<file path="src/design/cdr_rate_pkg.sv">
// Notes on behaviour
// - Manual field codes bypass, MADI, SD, HD, 3G.
// - Recovery follows manual rate only when auto off.
// - Bit zero enables auto detection, resets to one.
// - Bit four picks SD/MADI boundary 181 or 198.
// - Bits three to zero select low MADI boundary.
package cdr_rate_pkg;

  localparam int REG_AW = 8;
  localparam int REG_DW = 16;
  localparam int RATE_W = 12;

  localparam logic [7:0] RATE_MODE_OFFSET = 8'h06;
  localparam logic [7:0] RATE_CFG_OFFSET = 8'h07;
  localparam logic [7:0] RESERVED_EIGHT_OFFSET = 8'h08;

  // Field positions in the rate mode select register.
  localparam int AUTO_ENABLE_BIT = 0;
  localparam int MANUAL_RATE_LSB = 1;
  localparam int MANUAL_RATE_MSB = 4;
  localparam int MODE_RESERVED_EIGHT_LSB = 5;

  // Field positions in the rate threshold config register.
  localparam int LOW_LOWER_LSB = 0;
  localparam int LOW_UPPER_MSB = 3;
  localparam int SD_MADI_BIT = 4;

  // Reset values; the reserved mode field holds 1F0 in bits 15:5.
  localparam logic [15:0] RATE_MODE_RESET = 16'h3E01;
  localparam logic [15:0] RATE_CFG_RESET = 16'h0003;
  localparam logic [15:0] RESERVED_EIGHT_RESET = 16'h0003;

  // Rate codes as carried by the manual field and the rate output.
  localparam logic [3:0] RATE_BYPASS = 4'h0;
  localparam logic [3:0] RATE_MADI = 4'h1;
  localparam logic [3:0] RATE_SD = 4'h2;
  localparam logic [3:0] RATE_HD = 4'h3;
  localparam logic [3:0] RATE_3G = 4'h4;

  // Boundaries in Mb/s.
  localparam logic [11:0] SD_MADI_LOW_MBPS = 12'h0B5;
  localparam logic [11:0] SD_MADI_HIGH_MBPS = 12'h0C6;
  localparam logic [11:0] SD_HD_MBPS_DEF = 12'h384;
  localparam logic [11:0] HD_3G_MBPS_DEF = 12'h8CA;

  // Low boundary selector to threshold in Mb/s.
  function automatic logic [11:0] low_boundary_mbps(
    input logic [3:0] code
  );
    logic [11:0] mbps;
    mbps = 12'h06F;
    unique case (code)
      4'h0: mbps = 12'h035;
      4'h1, 4'h2: mbps = 12'h020;
      4'h3: mbps = 12'h04F;
      4'h4, 4'h5, 4'h6: mbps = 12'h03F;
      4'h7, 4'h8, 4'h9: mbps = 12'h030;
      4'hA: mbps = 12'h05F;
      default: mbps = 12'h06F;
    endcase
    return mbps;
  endfunction

  function automatic logic manual_code_legal(input logic [3:0] code);
    return code <= RATE_3G;
  endfunction

endpackage

</file>
<file path="src/design/rate_classifier.sv">
`timescale 1ns/100ps
`default_nettype none
module rate_classifier
  import cdr_rate_pkg::*;
#(
  parameter logic [11:0] SD_HD_MBPS = SD_HD_MBPS_DEF,
  parameter logic [11:0] HD_3G_MBPS = HD_3G_MBPS_DEF
) (
  input wire logic [RATE_W-1:0] measured_rate_in,
  input wire logic [11:0] sd_madi_mbps_in,
  input wire logic [11:0] low_mbps_in,
  output logic [3:0] rate_code_out
);

  // Checked from the top rate down so overlapping settings still resolve.
  wire above_3g = measured_rate_in >= HD_3G_MBPS;
  wire above_hd = measured_rate_in >= SD_HD_MBPS;
  wire above_sd = measured_rate_in >= sd_madi_mbps_in;
  wire above_madi = measured_rate_in >= low_mbps_in;

  assign rate_code_out = above_3g ? RATE_3G :
                         above_hd ? RATE_HD :
                         above_sd ? RATE_SD :
                         above_madi ? RATE_MADI : RATE_BYPASS;

endmodule
`default_nettype wire

</file>
<file path="src/design/cdr_rate_detect_config.sv">
`timescale 1ns/100ps
`default_nettype none
module cdr_rate_detect_config
  import cdr_rate_pkg::*;
#(
  parameter logic [11:0] SD_HD_MBPS = SD_HD_MBPS_DEF,
  parameter logic [11:0] HD_3G_MBPS = HD_3G_MBPS_DEF
) (
  input wire logic clk_sys_in,
  input wire logic nrst_in,
  input wire logic ce_in,
  input wire logic soft_reset_in,
  input wire logic reg_wr_in,
  input wire logic reg_rd_in,
  input wire logic [REG_AW-1:0] reg_addr_in,
  input wire logic [REG_DW-1:0] reg_wdata_in,
  output logic [REG_DW-1:0] reg_rdata_out,
  output logic reg_ack_out,
  input wire logic [RATE_W-1:0] measured_rate_in,
  input wire logic measured_valid_in,
  output logic [3:0] cdr_rate_out,
  output logic cdr_bypass_out,
  output logic auto_rate_enable_out,
  output logic [11:0] sd_madi_mbps_out,
  output logic [11:0] low_mbps_out
);

  generate
    if (SD_HD_MBPS <= SD_MADI_HIGH_MBPS || HD_3G_MBPS <= SD_HD_MBPS) begin
      $error("Rate boundaries must rise from SD/HD to HD/3G.");
    end
  endgenerate

  logic [15:0] rate_mode_select;
  logic [15:0] rate_threshold_config;
  logic [15:0] reserved_eight;
  logic [3:0] cdr_rate;
  logic [15:0] rdata;
  logic ack;

  wire sel_mode = reg_addr_in == RATE_MODE_OFFSET;
  wire sel_cfg = reg_addr_in == RATE_CFG_OFFSET;
  wire sel_reserved_eight = reg_addr_in == RESERVED_EIGHT_OFFSET;
  wire wr_mode = ce_in && reg_wr_in && sel_mode;
  wire wr_cfg = ce_in && reg_wr_in && sel_cfg;
  wire wr_reserved_eight = ce_in && reg_wr_in && sel_reserved_eight;

  wire auto_rate_enable = rate_mode_select[AUTO_ENABLE_BIT];
  wire [3:0] manual_rate =
    rate_mode_select[MANUAL_RATE_MSB:MANUAL_RATE_LSB];
  wire sd_vs_madi_boundary = rate_threshold_config[SD_MADI_BIT];
  // Upper and lower bit pairs act as one selector, never separately.
  wire [3:0] low_code =
    rate_threshold_config[LOW_UPPER_MSB:LOW_LOWER_LSB];
  wire [1:0] low_boundary_upper_bits = low_code[3:2];
  wire [1:0] low_boundary_lower_bits = low_code[1:0];

  wire [11:0] sd_madi_mbps = sd_vs_madi_boundary ?
    SD_MADI_HIGH_MBPS : SD_MADI_LOW_MBPS;
  wire [11:0] low_mbps =
    low_boundary_mbps({low_boundary_upper_bits,
                       low_boundary_lower_bits});

  wire [3:0] detected_rate;

  rate_classifier #(
    .SD_HD_MBPS(SD_HD_MBPS),
    .HD_3G_MBPS(HD_3G_MBPS)
  ) u_classifier (
    .measured_rate_in(measured_rate_in),
    .sd_madi_mbps_in(sd_madi_mbps),
    .low_mbps_in(low_mbps),
    .rate_code_out(detected_rate)
  );

  // Reserved manual codes park the loop in bypass rather than guessing.
  wire [3:0] manual_target = manual_code_legal(manual_rate) ?
    manual_rate : RATE_BYPASS;
  wire take_manual = !auto_rate_enable;
  wire take_auto = auto_rate_enable && measured_valid_in;
  wire [3:0] next_cdr_rate = take_manual ? manual_target :
                             take_auto ? detected_rate : cdr_rate;

  wire [15:0] next_rdata = sel_mode ? rate_mode_select :
                           sel_cfg ? rate_threshold_config :
                           sel_reserved_eight ? reserved_eight : 16'h0000;

  always_ff @(posedge clk_sys_in or negedge nrst_in) begin
    if (!nrst_in) begin
      rate_mode_select <= RATE_MODE_RESET;
      rate_threshold_config <= RATE_CFG_RESET;
      reserved_eight <= RESERVED_EIGHT_RESET;
    end else if (ce_in && soft_reset_in) begin
      rate_mode_select <= RATE_MODE_RESET;
      rate_threshold_config <= RATE_CFG_RESET;
      reserved_eight <= RESERVED_EIGHT_RESET;
    end else begin
      if (wr_mode) begin
        rate_mode_select <= reg_wdata_in;
      end
      if (wr_cfg) begin
        rate_threshold_config <= reg_wdata_in;
      end
      if (wr_reserved_eight) begin
        reserved_eight <= reg_wdata_in;
      end
    end
  end

  // A soft reset leaves the rate as it is; it holds until the restored auto mode sees a valid measurement.
  always_ff @(posedge clk_sys_in or negedge nrst_in) begin
    if (!nrst_in) begin
      cdr_rate <= RATE_BYPASS;
    end else if (ce_in) begin
      cdr_rate <= next_cdr_rate;
    end
  end

  always_ff @(posedge clk_sys_in or negedge nrst_in) begin
    if (!nrst_in) begin
      rdata <= 16'h0000;
      ack <= 1'b0;
    end else if (ce_in) begin
      ack <= reg_rd_in || reg_wr_in;
      if (reg_rd_in) begin
        rdata <= next_rdata;
      end
    end
  end

  assign reg_rdata_out = rdata;
  assign reg_ack_out = ack;
  assign cdr_rate_out = cdr_rate;
  assign cdr_bypass_out = cdr_rate == RATE_BYPASS;
  assign auto_rate_enable_out = auto_rate_enable;
  assign sd_madi_mbps_out = sd_madi_mbps;
  assign low_mbps_out = low_mbps;
endmodule
`default_nettype wire

</file>
<file path="config.mk">
export PLATFORM = sky130hd
export DESIGN_NAME = cdr_rate_detect_config
export DESIGN_NICKNAME = d
export VERILOG_FILES = /design/src/design/cdr_rate_pkg.sv /design/src/design/rate_classifier.sv /design/src/design/cdr_rate_detect_config.sv
export SDC_FILE = /design/constraint.sdc
export NUM_CORES = 1
export LEC_CHECK = 0
export BUFFER_PORTS_ARGS = -buffer_cell sky130_fd_sc_hd__buf_2
export CAP_MARGIN = 20
export CORE_MARGIN = 2
export CORE_UTILIZATION = 35
export CTS_CLUSTER_SIZE = 14
export DETAILED_ROUTE_END_ITERATION = 7
export PLACE_DENSITY = 0.63
export SYNTH_ARGS = -nofsm -noshare
export SYNTH_HDL_FRONTEND = slang
export SYNTH_HIERARCHICAL = 1
export SYNTH_SLANG_ARGS = --single-unit
</file>
<file path="constraint.sdc">
create_clock -name clk_sys_in -period 4.22 [get_ports clk_sys_in]
set_input_delay 0.422 -clock clk_sys_in [delete_from_list [all_inputs] [get_ports clk_sys_in]]
set_output_delay 0.422 -clock clk_sys_in [all_outputs]
set_load 0.005 [all_outputs]
</file>
==> summary.txt <==
Die
  – Die W: 115 um
  – Num ports: 90
  – Die height: 115 um
  – Initial Utilization: 35.9%
  – Die Area: 13300 um2
  – Core area: 12100 um2
  – Row count: 40

Synthesis
  – Cell taking the most area after synthesis: dfrtp_1
  – Simple-Gate Fraction of Synth Area: 18.4%
  – Yosys top cell area share: 34.1%
  – Adder-cell share of the synthesized area: 8.09%
  – Synthesized area per cell: 9.37 um2
  – Count leader, synth: nand2_1
  – Synth async-reset ratio: 100%
  – Cell Area, Synth: 4330 um2
  – Compound-Gate Fraction of Synth Area: 14.2%
  – Area share of xor/xnor cells in the synthesized design: 0%
  – Mux cell area share after synthesis: 10.5%
  – Main synth FF type: dfrtp_1
  – Yosys reg bits: 69
  – Largest family of logic cells by synthesized area: simple AND/OR/NAND/NOR gates
  – Seq/Total Area, Yosys: 40.2%
  – Count of cell types in the netlist: 51
  – Post-synth EDFFs: 0
  – Post-Syn Instances: 462
  – Synth top cells by count: 76 x nand2_1, 59 x dfrtp_1, 42 x mux2i_1
  – Top cells by area, synth: dfrtp_1 34%, mux2i_1 9.7%, ha_1 8.1%, nand2_1 6.6%, dfstp_2 6.1%
  – YS warnings: 6

Placement
  – PortBufs: 77
  – Placed instance area: 4800 um2
  – GP Congestion: 0.779
  – Detailed Place HPWL: 7.64 mm
  – Dpl ws: 1.37 ns

Timing
  – Final TNS setup: 0 ns
  – Setup ws final: 1.36 ns
  – Period Utilization, post-route: 67.8%
  – Skew final: 0.00362 ns
  – Hold Fails Final Rpt: 0
  – Crit path time final: 2.86 ns
  – Max_slew headroom: 34.8%
  – Fmax achieved: 349 MHz
  – Setup Viol. Count Final: 0
  – Final Slew Violations: 0
  – Slew @ Worst Pin: 0.978 ns
  – RSZ-0062 raised after global routing: false

Layout
  – Multi-input gate area: 2310 um2
  – Final net count: 606
  – Share of layout cells above drive strength 1: 23.5%
  – Flip-flop and latch area: 1740 um2
  – Final Cell Area: 5170 um2
  – # diodes: 0
  – Area Growth Syn to Fin: 19.4%
  – Layout fillers: 1173

Drt
  – First-pass DRT Iterations: 5
  – Number of vias per cell: 5.03
  – Final WL: 10.9 mm
  – Via count: 3559
  – Post-route ant nets: 0
  – DR iter-0 viols: 182
  – Post-DR wirelength/cell: 15.4 um
  – DRC: 0

GRT
  – Initial antenna violation count: 0
  – All-layer global routing usage: 17.2%
  – Vias in the first global route: 3489
  – Global-route wire length before repair: 17.8 mm
  – Total grt overflow: 0
  – Pin count of the biggest net entering global routing: 51

CTS
  – PostCTS Resize Cnt: 0
  – Clock slew at reported path FFs: 0.06 ns
  – CTS Buf Count: 9
  – CTS tree: built
  – # Post-CTS Setup Buffers: 0
  – Clock Latency Late Sink: 0.33 ns
  – # clock sinks: 69
  – CTS max path bufs: 2
  – Cts hold-fix bufs: 0
  – H-Tree Depth: 3
  – Root Driver: clkbuf_16

Setup path
  – Setup Crit Path Kind: reg -> reg
  – CP endpoint kind: register
  – Crit path launch type: register
  – CP Data Arrival Time: 3.08 ns
  – CP required: 4.43 ns
  – CP Max Fanout: 5

Pwr
  – Pwr Density: 351 nW/um2
  – Pleak: 2.65 nW
  – Worst vdd ir: 199 uV

Hold path
  – Hold crit path type: in -> async

Run status
  – Status: complete, no violations

Flow run
  – Max-cap violations: 0
==> flip-flops by register name (all words and copies together), names as in the netlist <==
| register | flops |
|---|---|
| cdr_rate_out | 4 |
| rate_mode_select | 16 |
| rate_threshold_config | 16 |
| reg_ack_out | 1 |
| reg_rdata_out | 16 |
| reserved_eight | 16 |
==> cell families (layout without fill, tap and decap cells) <==
group,after synthesis,after routing
muxes,45,45
adders and majority gates,28,28
DFF,69,69
and+or+nand+nor,159,159
AOI/OAI and AO/OA,85,85
other,3,25
buffers and inverters,73,129
==> path summary, 6_finish.rpt <==
path,from,to,slack (ns),cells after the start
worst max-delay path,rate_threshold_config[0],cdr_rate_out[0],1.36,13
worst min-delay path,nrst_in,reg_rdata_out[9],0.25,1
worst max register to register,rate_threshold_config[0],cdr_rate_out[0],1.36,13
worst min register to register,reg_rdata_out[9],reg_rdata_out[9],0.48,2
max in group asynchronous,nrst_in,rate_threshold_config[1],2.99,2
min in group clk_sys_in,reg_wdata_in[0],rate_mode_select[0],0.36,2
==> where the power goes <==
part | internal [mW] | switching, mW | total, mW
Sequential | 0.683 | 0.0125 | 0.696
Combinational | 0.0709 | 0.114 | 0.185
Clock | 0.640 | 0.291 | 0.931
Total | 1.39 | 0.418 | 1.81
==> cell usage in the layout (no fill, tap or decap), drive strengths merged, types with 2 or more instances in the layout <==
cell / n
and2: 2
nand3: 5
o31ai: 21
mux2i: 42
o32a: 2
nor3: 5
dfrtp: 59
o21ai: 7
a21o: 5
nand2: 76
bufinv: 4
clkbuf: 9
a41oi: 4
buf: 82
o221ai: 2
a22oi: 16
dfstp: 10
nand2b: 19
nor2: 35
nor4: 2
mux2: 3
a22o: 2
conb: 25
a21oi: 20
ha: 28
and4: 3
nand4: 3
inv: 32
==> area by class of cell <==
class                           count  share of cell area, %
Sequential cell                    69                   33.6
Multi-Input combinational cell    342                   44.7
Clock buffer                        9                   4.36
Inverter                           31                   2.25
Tap cell                          168                   4.07
Clock inverter                      7                   2.81
Timing Repair Buffer               82                   8.18
==> per-stage QoR <==
step / cells / hold WS [ns] / utilization [%] / power, mW
floorplan: 484 / 0.126 / - / 0.821
global placement: 692 / 0.458 / 39.8 / 0.887
detailed placement: 692 / 0.473 / 39.8 / 0.893
CTS: 708 / 0.269 / 42.9 / 1.83
global route: 708 / 0.317 / 42.9 / 1.88
finish: 708 / 0.253 / 42.9 / 1.81
==> worst max-delay path, stage by stage (launching register included) <==
cell,delay (ns)
dfstp_2,0.56
inv_1,0.07
ha_1,0.28
nand2b_1,0.07
a21oi_1,0.06
nor2_1,0.23
ha_1,0.29
nor2_1,0.11
a21oi_1,0.08
o31a_2,0.30
o221ai_2,0.14
a21oi_2,0.07
a22o_1,0.23
mux2_2,0.25
==> layer usage <==
layer / track usage [%] / vias up / wire length (um)
met4: 4.90 / 0 / 118
met5: 0 / - / 0
met3: 3.22 / 12 / 514
met2: 29.7 / 87 / 5420
met1: 22.1 / 1755 / 4840
li1: - / 1705 / -
No activity file was read; power rests on OpenSTA's default activity.
